**src/hdl/scs_pkg.sv**
```systemverilog
// Constants shared by both ends of the status and control semaphore.
package scs_pkg;
  localparam int unsigned DATA_W       = 16;
  localparam int unsigned WORD_W       = 32;
  localparam int unsigned FRAME_WORDS  = 14;
  localparam int unsigned FRAME_BITS   = FRAME_WORDS * WORD_W;
  localparam int unsigned CELL_BITS    = 396;
  localparam int unsigned PAD_BITS     = 20;
  localparam int unsigned IDX_W        = 4;
  localparam int unsigned FAR_W        = 8;
  localparam logic [3:0]  WR_LOC       = 4'hf;
  localparam logic [3:0]  RD_LOC       = 4'he;
  localparam int unsigned TOP_BIT_IDX  = 92;
  localparam int unsigned BIT_PITCH    = 18;
  localparam int unsigned CTRL_SHIFT   = 1;
  localparam logic [7:0]  MAJOR_ADDR   = 8'h16;
  localparam logic [7:0]  MINOR_ADDR   = 8'h2f;
  localparam logic [3:0]  LAST_WORD    = 4'hd;

  // Frame bit that holds the status copy of word bit k.
  function automatic int unsigned stat_idx(input int unsigned k);
    return TOP_BIT_IDX + BIT_PITCH * (DATA_W - 1 - k);
  endfunction

  // Frame bit that holds the control copy of word bit k.
  function automatic int unsigned ctrl_idx(input int unsigned k);
    return stat_idx(k) + CTRL_SHIFT;
  endfunction
endpackage

```
**src/hdl/scs_cfg_if.sv**
```systemverilog
// Configuration port between the host end and the semaphore column.
`timescale 1ns/1ps
`default_nettype none
interface scs_cfg_if;
  logic [7:0]  far_major;
  logic [7:0]  far_minor;
  logic        wr_valid;
  logic        rd_req;
  logic [3:0]  word_idx;
  logic [31:0] wdata;
  logic [31:0] rdata;
  logic        rvalid;

  modport dev
  (
    input  far_major,
    input  far_minor,
    input  wr_valid,
    input  rd_req,
    input  word_idx,
    input  wdata,
    output rdata,
    output rvalid
  );

  modport host
  (
    output far_major,
    output far_minor,
    output wr_valid,
    output rd_req,
    output word_idx,
    output wdata,
    input  rdata,
    input  rvalid
  );
endinterface
`default_nettype wire

```
**src/hdl/scs_dev_end.sv**
```systemverilog
// Semaphore column: sixteen dual-port one-bit cells reached by user logic and the configuration port.
`timescale 1ns/1ps
`default_nettype none
// What this block does
// - Sixteen dual-port cells hold one 16-bit word.
// - User writes always land at location 1111.
// - Read word always shows location 1110.
// - Each cell is two one-bit stores.
// - Host rewrites one frame, changing needed bits.
// - Host reads frame back, extracts status bits.
// - Updated flag sets on host write, clears on consume.
// - No other LUT memory in this column.
// - Frame is fourteen 32-bit words with padding.
// - Host addresses major 22, minor 47.
// - Bit 15 sits in the topmost cell.
// - Configuration memory holds cell bits inverted.
// - Top bit at index 92, pitch 18.
module scs_dev_end
(
  input  wire logic                       ref_clk,
  input  wire logic                       rst_b,
  input  wire logic                       we,
  input  wire logic [scs_pkg::DATA_W-1:0] data,
  output logic      [scs_pkg::DATA_W-1:0] rout,
  output logic                            host_updated,
  input  wire logic                       updated_ack,
  scs_cfg_if.dev                          cfg
);
  logic [scs_pkg::DATA_W-1:0]     stat_bit;
  logic [scs_pkg::FRAME_BITS-1:0] frame_img;
  logic [31:0]                    rdata;
  logic                           rvalid;
  wire                            major_hit;
  wire                            minor_hit;
  wire                            frame_hit;
  wire                            frame_wr;
  wire                            frame_rd;
  wire                            idx_ok;
  wire                            last_word;
  wire                            frame_end;
  wire  [31:0]                    word_slice;
  wire  [31:0]                    word_sel;
  wire  [31:0]                    next_rdata;
  wire                            next_rvalid;
  wire                            flag_set;
  wire                            flag_clr;
  wire                            next_host_updated;

  // Refuse package values that the frame layout and the port widths below cannot serve.
  if (scs_pkg::DATA_W == 0)
  begin : g_chk_width
    $error("The semaphore word needs at least one bit.");
  end

  if (scs_pkg::WORD_W != 32 || scs_pkg::FAR_W != 8 || scs_pkg::IDX_W != 4)
  begin : g_chk_port
    $error("Package widths differ from the configuration port widths.");
  end

  if (scs_pkg::FRAME_BITS != scs_pkg::CELL_BITS + scs_pkg::PAD_BITS + scs_pkg::WORD_W)
  begin : g_chk_frame
    $error("Frame size does not equal cells, padding and dummy word.");
  end

  if (scs_pkg::FRAME_BITS != scs_pkg::FRAME_WORDS * scs_pkg::WORD_W)
  begin : g_chk_whole
    $error("Frame size is not a whole number of port words.");
  end

  if (scs_pkg::FRAME_WORDS > (1 << scs_pkg::IDX_W))
  begin : g_chk_words
    $error("Frame has more words than the word index can reach.");
  end

  if (scs_pkg::LAST_WORD != scs_pkg::FRAME_WORDS - 1)
  begin : g_chk_last
    $error("Last word index does not close the frame.");
  end

  if (scs_pkg::PAD_BITS + (scs_pkg::CELL_BITS % scs_pkg::WORD_W) != scs_pkg::WORD_W)
  begin : g_chk_pad
    $error("Padding does not close the last word of cell bits.");
  end

  if (scs_pkg::WR_LOC == scs_pkg::RD_LOC)
  begin : g_chk_loc
    $error("Write and read locations must differ.");
  end

  if (scs_pkg::CTRL_SHIFT == 0 || scs_pkg::CTRL_SHIFT >= scs_pkg::BIT_PITCH)
  begin : g_chk_shift
    $error("Control copy would collide with a status copy.");
  end

  if (scs_pkg::TOP_BIT_IDX >= scs_pkg::CELL_BITS)
  begin : g_chk_top
    $error("Top word bit falls outside the memory cell bits.");
  end

  if (scs_pkg::ctrl_idx(0) >= scs_pkg::CELL_BITS)
  begin : g_chk_cells
    $error("Lowest word bit falls outside the memory cell bits.");
  end

  // The configuration port only touches this column when both parts of the frame address match.
  assign major_hit = (cfg.far_major == scs_pkg::MAJOR_ADDR);
  assign minor_hit = (cfg.far_minor == scs_pkg::MINOR_ADDR);
  assign frame_hit = major_hit && minor_hit;
  assign frame_wr  = cfg.wr_valid && frame_hit;
  assign frame_rd  = cfg.rd_req && frame_hit;
  assign idx_ok    = (cfg.word_idx <= scs_pkg::LAST_WORD);
  assign last_word = (cfg.word_idx == scs_pkg::LAST_WORD);
  assign frame_end = frame_wr && last_word;

  genvar k;
  generate
    for (k = 0; k < scs_pkg::DATA_W; k++)
    begin : g_cell
      localparam int unsigned SIDX = scs_pkg::stat_idx(k);
      localparam int unsigned CIDX = scs_pkg::ctrl_idx(k);
      localparam logic [3:0]  SWRD = 4'(SIDX / scs_pkg::WORD_W);
      localparam logic [3:0]  CWRD = 4'(CIDX / scs_pkg::WORD_W);
      localparam int unsigned SPOS = SIDX % scs_pkg::WORD_W;
      localparam int unsigned CPOS = CIDX % scs_pkg::WORD_W;

      // One dual_port_lut_cell. Only locations 1111 and 1110 are ever addressed, so only they are built.
      logic loc_wr;
      logic loc_rd;
      wire  host_stat   = frame_wr && (cfg.word_idx == SWRD);
      wire  host_ctrl   = frame_wr && (cfg.word_idx == CWRD);
      wire  host_sval   = ~cfg.wdata[SPOS];
      wire  host_cval   = ~cfg.wdata[CPOS];
      wire  host_wr_val = host_stat ? host_sval : loc_wr;
      // A user write beats a host write to the status location in the same cycle.
      wire  next_loc_wr = we ? data[k] : host_wr_val;
      wire  next_loc_rd = host_ctrl ? host_cval : loc_rd;

      always_ff @(posedge ref_clk or negedge rst_b)
      begin
        if (!rst_b)
          loc_wr <= 1'b0;
        else
          loc_wr <= next_loc_wr;
      end

      always_ff @(posedge ref_clk or negedge rst_b)
      begin
        if (!rst_b)
          loc_rd <= 1'b0;
        else
          loc_rd <= next_loc_rd;
      end

      assign stat_bit[k] = loc_wr;
      assign rout[k]     = loc_rd;
    end
  endgenerate

  // Readback image: cell bits inverted, everything else reads as one.
  always_comb
  begin
    frame_img = '1;
    for (int unsigned i = 0; i < scs_pkg::DATA_W; i++)
    begin
      frame_img[scs_pkg::stat_idx(i)] = ~stat_bit[i];
      frame_img[scs_pkg::ctrl_idx(i)] = ~rout[i];
    end
  end

  // Words past the end of the frame read as all ones instead of an out-of-range slice.
  assign word_slice  = frame_img[cfg.word_idx * scs_pkg::WORD_W +: scs_pkg::WORD_W];
  assign word_sel    = idx_ok ? word_slice : 32'hffff_ffff;
  assign next_rdata  = frame_rd ? word_sel : rdata;
  assign next_rvalid = frame_rd;

  always_ff @(posedge ref_clk or negedge rst_b)
  begin
    if (!rst_b)
      rvalid <= 1'b0;
    else
      rvalid <= next_rvalid;
  end

  always_ff @(posedge ref_clk or negedge rst_b)
  begin
    if (!rst_b)
      rdata <= 32'h0000_0000;
    else
      rdata <= next_rdata;
  end

  assign cfg.rdata  = rdata;
  assign cfg.rvalid = rvalid;

  // The set wins over an acknowledge in the same cycle, so a fresh frame write is never lost.
  assign flag_set          = frame_end;
  assign flag_clr          = updated_ack;
  assign next_host_updated = flag_set || (host_updated && !flag_clr);

  always_ff @(posedge ref_clk or negedge rst_b)
  begin
    if (!rst_b)
      host_updated <= 1'b0;
    else
      host_updated <= next_host_updated;
  end
endmodule
`default_nettype wire

```
**src/flat_wrapper.sv**
```systemverilog
// flat-port wrapper written by rule: the top's interface ports become plain ports
module scs_dev_end_flat 
  (ref_clk, rst_b, we, data, rout, host_updated, updated_ack, cfg_far_major, cfg_far_minor, cfg_wr_valid, cfg_rd_req, cfg_word_idx, cfg_wdata, cfg_rdata, cfg_rvalid);
  scs_cfg_if cfg_i ();
  input  wire logic ref_clk;
  input  wire logic rst_b;
  input  wire logic we;
  input  wire logic [scs_pkg::DATA_W-1:0] data;
  output logic      [scs_pkg::DATA_W-1:0] rout;
  output logic host_updated;
  input  wire logic updated_ack;
  input wire logic [$bits(cfg_i.far_major)-1:0] cfg_far_major;
  input wire logic [$bits(cfg_i.far_minor)-1:0] cfg_far_minor;
  input wire logic [$bits(cfg_i.wr_valid)-1:0] cfg_wr_valid;
  input wire logic [$bits(cfg_i.rd_req)-1:0] cfg_rd_req;
  input wire logic [$bits(cfg_i.word_idx)-1:0] cfg_word_idx;
  input wire logic [$bits(cfg_i.wdata)-1:0] cfg_wdata;
  output wire logic [$bits(cfg_i.rdata)-1:0] cfg_rdata;
  output wire logic [$bits(cfg_i.rvalid)-1:0] cfg_rvalid;
  assign cfg_i.far_major = cfg_far_major;
  assign cfg_i.far_minor = cfg_far_minor;
  assign cfg_i.wr_valid = cfg_wr_valid;
  assign cfg_i.rd_req = cfg_rd_req;
  assign cfg_i.word_idx = cfg_word_idx;
  assign cfg_i.wdata = cfg_wdata;
  assign cfg_rdata = cfg_i.rdata;
  assign cfg_rvalid = cfg_i.rvalid;
  scs_dev_end u_core (.ref_clk(ref_clk), .rst_b(rst_b), .we(we), .data(data), .rout(rout), .host_updated(host_updated), .updated_ack(updated_ack), .cfg(cfg_i));
endmodule
```
**config.mk**
```make
export PLATFORM = sky130hd
export DESIGN_NAME = scs_dev_end_flat
export DESIGN_NICKNAME = d
export VERILOG_FILES = /design/src/hdl/scs_pkg.sv /design/src/hdl/scs_cfg_if.sv /design/src/hdl/scs_dev_end.sv /design/src/flat_wrapper.sv
export SDC_FILE = /design/constraint.sdc
export NUM_CORES = 1
export LEC_CHECK = 0
export BUFFER_PORTS_ARGS = -buffer_cell sky130_fd_sc_hd__buf_4
export CAP_MARGIN = 20
export CORE_AREA = 2 2 82 100
export CTS_BUF_LIST = sky130_fd_sc_hd__clkbuf_4
export DETAILED_ROUTE_END_ITERATION = 16
export DIE_AREA = 0 0 84 102
export PLACE_DENSITY = 0.71
export RECOVER_POWER = 25
export SETUP_SLACK_MARGIN = 0.2
export SYNTH_ARGS = -nofsm -noshare
export SYNTH_HDL_FRONTEND = slang
export SYNTH_SLANG_ARGS = --single-unit
```
**constraint.sdc**
```tcl
create_clock -name ref_clk -period 1.51 [get_ports ref_clk]
set_input_delay 0.2265 -clock ref_clk [delete_from_list [all_inputs] [get_ports ref_clk]]
set_output_delay 0.2265 -clock ref_clk [all_outputs]
set_load 0.005 [all_outputs]
```
Word level (Yosys, flattened, before mapping)
Cells that the tools add are included.
Word-level totals
  register bits: 66
  logic and storage cells: 174
Operators by class
  shifts and indexed selects: 1
  bitwise gates (word level): 64
  muxes and demuxes: 33
  order comparisons: 1
  eq/ne operators: 13
  reduce and logical (&&, ||, !) cells: 27
Operators by type and width (count)
  $shiftx A448 B10 Y32: 1
  $not A1 Y1: 64
  $mux W1: 32
  $mux W32: 1
  $eq A4 B4 Y1 const B: 5
  $reduce_bool A2 Y1: 10
  $eq A4 B3 Y1 const B: 4
  $logic_and A1 B1 Y1: 15
  $eq A4 B2 Y1 const B: 2
  $eq A8 B5 Y1 const B: 1
  $eq A8 B6 Y1 const B: 1
  $le A4 B4 Y1 const B: 1
  $logic_not A1 Y1: 1
  $logic_or A1 B1 Y1: 1

Logic depth before layout (Yosys ltp)
  word-level depth: 6
  depth in mapped cells: 6
  gate-level depth less buffers: 4

Least setup slack after synthesis
No wires, ideal clock.
  path kind: input to register
  from: input cfg_far_major[5]
  to: register u_core.rdata[18] (netlist: u_core.cfg.rdata[18])
  data arrival time: 1.590 ns
  required time: 1.359 ns
  setup slack: -0.231 ns
  stages: 6
  buffers on the path: 2
  cell sequence: or4b_4 -> nor4_4 -> and2_1 -> buf_2 -> buf_2 -> a31oi_1
Between the ends
  longest elaborated chain between the ends: 3
RTL lines
  start, declared: RTL line flat_wrapper.sv:12  | input wire logic [$bits(cfg_i.far_major)-1:0] cfg_far_major;
  $eq A8 B5 Y1: RTL line scs_dev_end.sv:106  | assign major_hit = (cfg.far_major == scs_pkg::MAJOR_ADDR);
  $logic_and A1 B1 Y1: RTL line scs_dev_end.sv:108  | assign frame_hit = major_hit && minor_hit;
  $logic_and A1 B1 Y1: RTL line scs_dev_end.sv:110  | assign frame_rd = cfg.rd_req && frame_hit;
  end signal, assigned: RTL line scs_dev_end.sv:189  | rdata <= next_rdata;
  end, declared: RTL line scs_dev_end.sv:31  | logic [31:0] rdata;
No other way between the ends.
A chain may end at the register's enable or synchronous reset.

Final worst setup path
  from: input cfg_far_major[5]
  to: register u_core.g_cell[0].loc_wr
Between the ends
  longest elaborated chain between the ends: 5
RTL lines
  $eq A8 B5 Y1: RTL line scs_dev_end.sv:106
  $logic_and A1 B1 Y1: RTL line scs_dev_end.sv:108
  $logic_and A1 B1 Y1: RTL line scs_dev_end.sv:109  | assign frame_wr = cfg.wr_valid && frame_hit;
  $logic_and A1 B1 Y1: RTL line scs_dev_end.sv:129  | wire host_stat = frame_wr && (cfg.word_idx == SWRD);
  $reduce_bool A2 Y1 (no line)
  end signal, assigned: RTL line scs_dev_end.sv:143  | loc_wr <= next_loc_wr;
  end, declared: RTL line scs_dev_end.sv:127  | logic loc_wr;
No other way between the ends.

==> impl_metrics.tcl <==
set metrics [dict create \
    status "finished, final reports clean" \
    cap_violations 0 \
    via_count 2941 \
    powerDensity_nw_per_um2 722 \
    fin_nets 524 \
    drt-total-wl_mm 9.01 \
    ys_seq_area_frac 0.534 \
    antenna_found_initial 0 \
    drt_iter0_markers 142 \
    rrSetupSlack_ns 0.76 \
    synth-edff-count 0 \
    htreeDepth 3 \
    core_um2 7580 \
    place_area_um2 4150 \
    grt_pass1_wl_mm 14.0 \
    period_minus_slack_ns 1.48 \
    grt_pass1_vias 2937 \
    post-route-period-util 0.980 \
    arrival_ns 1.76 \
    synth-main-ff-cell "dfrtp_1" \
    drt_first_pass_iters 4 \
    power.internal_uw 2600 \
    cts_sinks 66 \
    skew_ns 0.0109 \
    min_path_cells 3 \
    worstSkewPairLatency_ns 0.39 \
    drv_slew 0 \
    clockPowerShare 0.343 \
    slew_headroom 0.542 \
    cts_buffers 9 \
    yosysMostFrequentCell "dfrtp_1" \
    critPathCaptureType "flop" \
    cts-root-buf "clkbuf_4" \
    critPathMaxFanout 5 \
    grtUsageTotal 0.206 \
    yosysTopAreaCell "dfrtp_1" \
    power_frac_comb 0.120 \
    synth.distinct_cells 23 \
    syn_avg_cell_area_um2 10.2 \
    drive_gt1_frac 0.431 \
    hold_viol_final 0 \
    place_congestion 0.798 \
    overflow 0 \
    reg2reg_depth 2 \
    ant_nets 0 \
    p_leak_uw 0.00246 \
    synth-seq-cells 66 \
    grt_max_degree 41 \
    ys_async_sr_fraction 1.00 \
    hold_ws_ns 0.0452 \
    design_area_um2 4710 \
    die_y_um 102 \
    worstHoldEndpoint "u_core.g_cell[15].loc_wr" \
    diodes 0 \
    synthesis.nets 377 \
    io_buffers 123 \
    ios 124 \
    cts_tree "done" \
    initial_core_util 0.409 \
    tns_ns 0 \
    dpl.hpwl_mm 6.07 \
    hp-start "data[15]" \
    p_total_uw 3400 \
    drcViolationCount 0 \
    synth_top_area_frac 0.534 \
    syn-cell-area_um2 3100 \
    yosys-top-cells-count "66 x dfrtp_1, 48 x a31oi_1, 32 x a21oi_1" \
    rows 35 \
    ir_drop_v 0.000523 \
    power_switching_uw 798 \
    worst_slack_ns 0.0300 \
    grt_setup_unrepaired "yes" \
    hold_path_class "in2reg" \
    cp.required_ns 1.79 \
    post-place-ws_ns -0.333 \
    worstSetupPathType "in2reg" \
    cts.path.max_buffers 2 \
    synthTopCellsByArea "dfrtp_1 53%, a31oi_1 9.7%, a21oi_1 5.2%" \
    r2r_end "u_core.g_cell[9].loc_wr" \
    pwr-share-seq 0.537 \
    ys_warn_count 0 \
    clk_pin_slew_ns 0.10 \
    tightest_slew_ns 0.688 \
    r2r_start "u_core.g_cell[9].loc_wr" \
    max_freq_ghz 0.676 \
    swShare 0.235 \
    setup_viol 0 \
    start_kind "input pin" \
    wire_per_inst_um 16.5 \
    die_w_um 84 \
    syn_to_final_growth_pct 52.0 \
    netlist_instances 303 \
    vias_per_cell 5.38 \
    dieArea_um2 8570 \
]
==> cells in the final DEF (no fill, tap or decap) <==
cell / n
a21oi_1: 24
nand3_2: 9
buf_8: 2
clkbuf_2: 1
buf_4: 136
nand2_1: 18
nand4bb_1: 2
nor3_1: 4
clkbuf_16: 2
nand4b_1: 1
buf_12: 3
mux2i_1: 16
nand3_4: 1
clkinv_2: 2
dlygate4sd3_1: 18
buf_6: 14
bufinv_16: 1
o21ai_1: 16
o21ai_0: 1
a31oi_2: 1
nor4_4: 1
a21oi_2: 8
clkbuf_4: 14
dfrtp_1: 66
nand3_1: 1
a41o_1: 16
a31oi_1: 47
nor2_1: 7
and2_1: 1
inv_1: 17
or4b_4: 1
nand2b_1: 4
==> how the worst max path moves through the flow <==
stage,start,endpoint,cells after the start
2_1_floorplan,cfg_far_major[5],u_core.g_cell[0].loc_rd,6
3_5_place_dp,cfg_far_major[5],u_core.g_cell[9].loc_wr,7
3_3_place_gp,cfg_far_major[5],u_core.g_cell[8].loc_wr,7
4_1_cts,cfg_far_major[7],u_core.g_cell[9].loc_wr,7
6_report,cfg_far_major[5],u_core.g_cell[0].loc_wr,9
5_1_grt,cfg_far_major[5],u_core.g_cell[10].loc_wr,9
==> critical path: stages <==
cell and delay [ns]:
buf_6 0.09, or4b_4 0.53, nor4_4 0.15, buf_4 0.18
buf_6 0.14, buf_4 0.11, buf_6 0.10, a41o_1 0.16
o21ai_1 0.06
==> per-stage QoR <==
stage / utilization / instances
5_1_grt: 0.621 / 547
2_1_floorplan: - / 303
4_1_cts: 0.594 / 538
6_report: 0.621 / 547
3_5_place_dp: 0.548 / 503
3_3_place_gp: 0.548 / 503
==> logic make-up (layout without fill, tap and decap cells) <==
logic type | count (synthesis) | in the layout | synth area share
AOI/OAI and AO/OA | 113 | 113 | 0.228
and+or+nand+nor | 50 | 50 | 0.0861
muxes | 16 | 16 | 0.0517
buffers and inverters | 58 | 210 | 0.101
DFF | 66 | 66 | 0.534
==> layout make-up <==
class	count	area (µm²)
timing repair buffer	177	1510
inverter	17	63.8
multi-input combinational	179	1230
sequential	66	1650
clock inverter	3	40.0
fill	641	2870
tap	92	115
clock buffer	13	97.6
==> repair_timing <==
action	4_1_cts	5_1_grt
pin swaps	2	11
cloned	1	3
setup endpoints to repair	50	65
setup buffers	0	6
endpoints found under the hold margin	43	0
hold buffers	18	0
resized for setup	7	28
==> per-layer routing <==
layer	global-route usage	wire length, µm	vias up
li1	-	-	1398
met1	0.254	3570	1424
met2	0.364	4720	107
met3	0.0452	584	12
met4	0.0670	128	0
met5	0	0	-
==> flip-flops by register name, summed over array words and instances, names as in the netlist <==
| name | count |
|---|---|
| u_core.g_cell.loc_wr | 16 |
| u_core.cfg.rvalid | 1 |
| u_core.cfg.rdata | 32 |
| u_core.host_updated | 1 |
| u_core.g_cell.loc_rd | 16 |
==> power groups by stage <==
| stage | clock network [µW] | logic (µW) | registers, µW |
|---|---|---|---|
| finish | 1160 | 408 | 1830 |
| global route | 1280 | 450 | 1830 |
| CTS | 1210 | 409 | 1820 |
| detailed placement | 0 | 371 | 1860 |
| global placement | 0 | 363 | 1860 |
| floorplan | 0 | 132 | 1860 |
No activity file was read; power rests on OpenSTA's default activity.
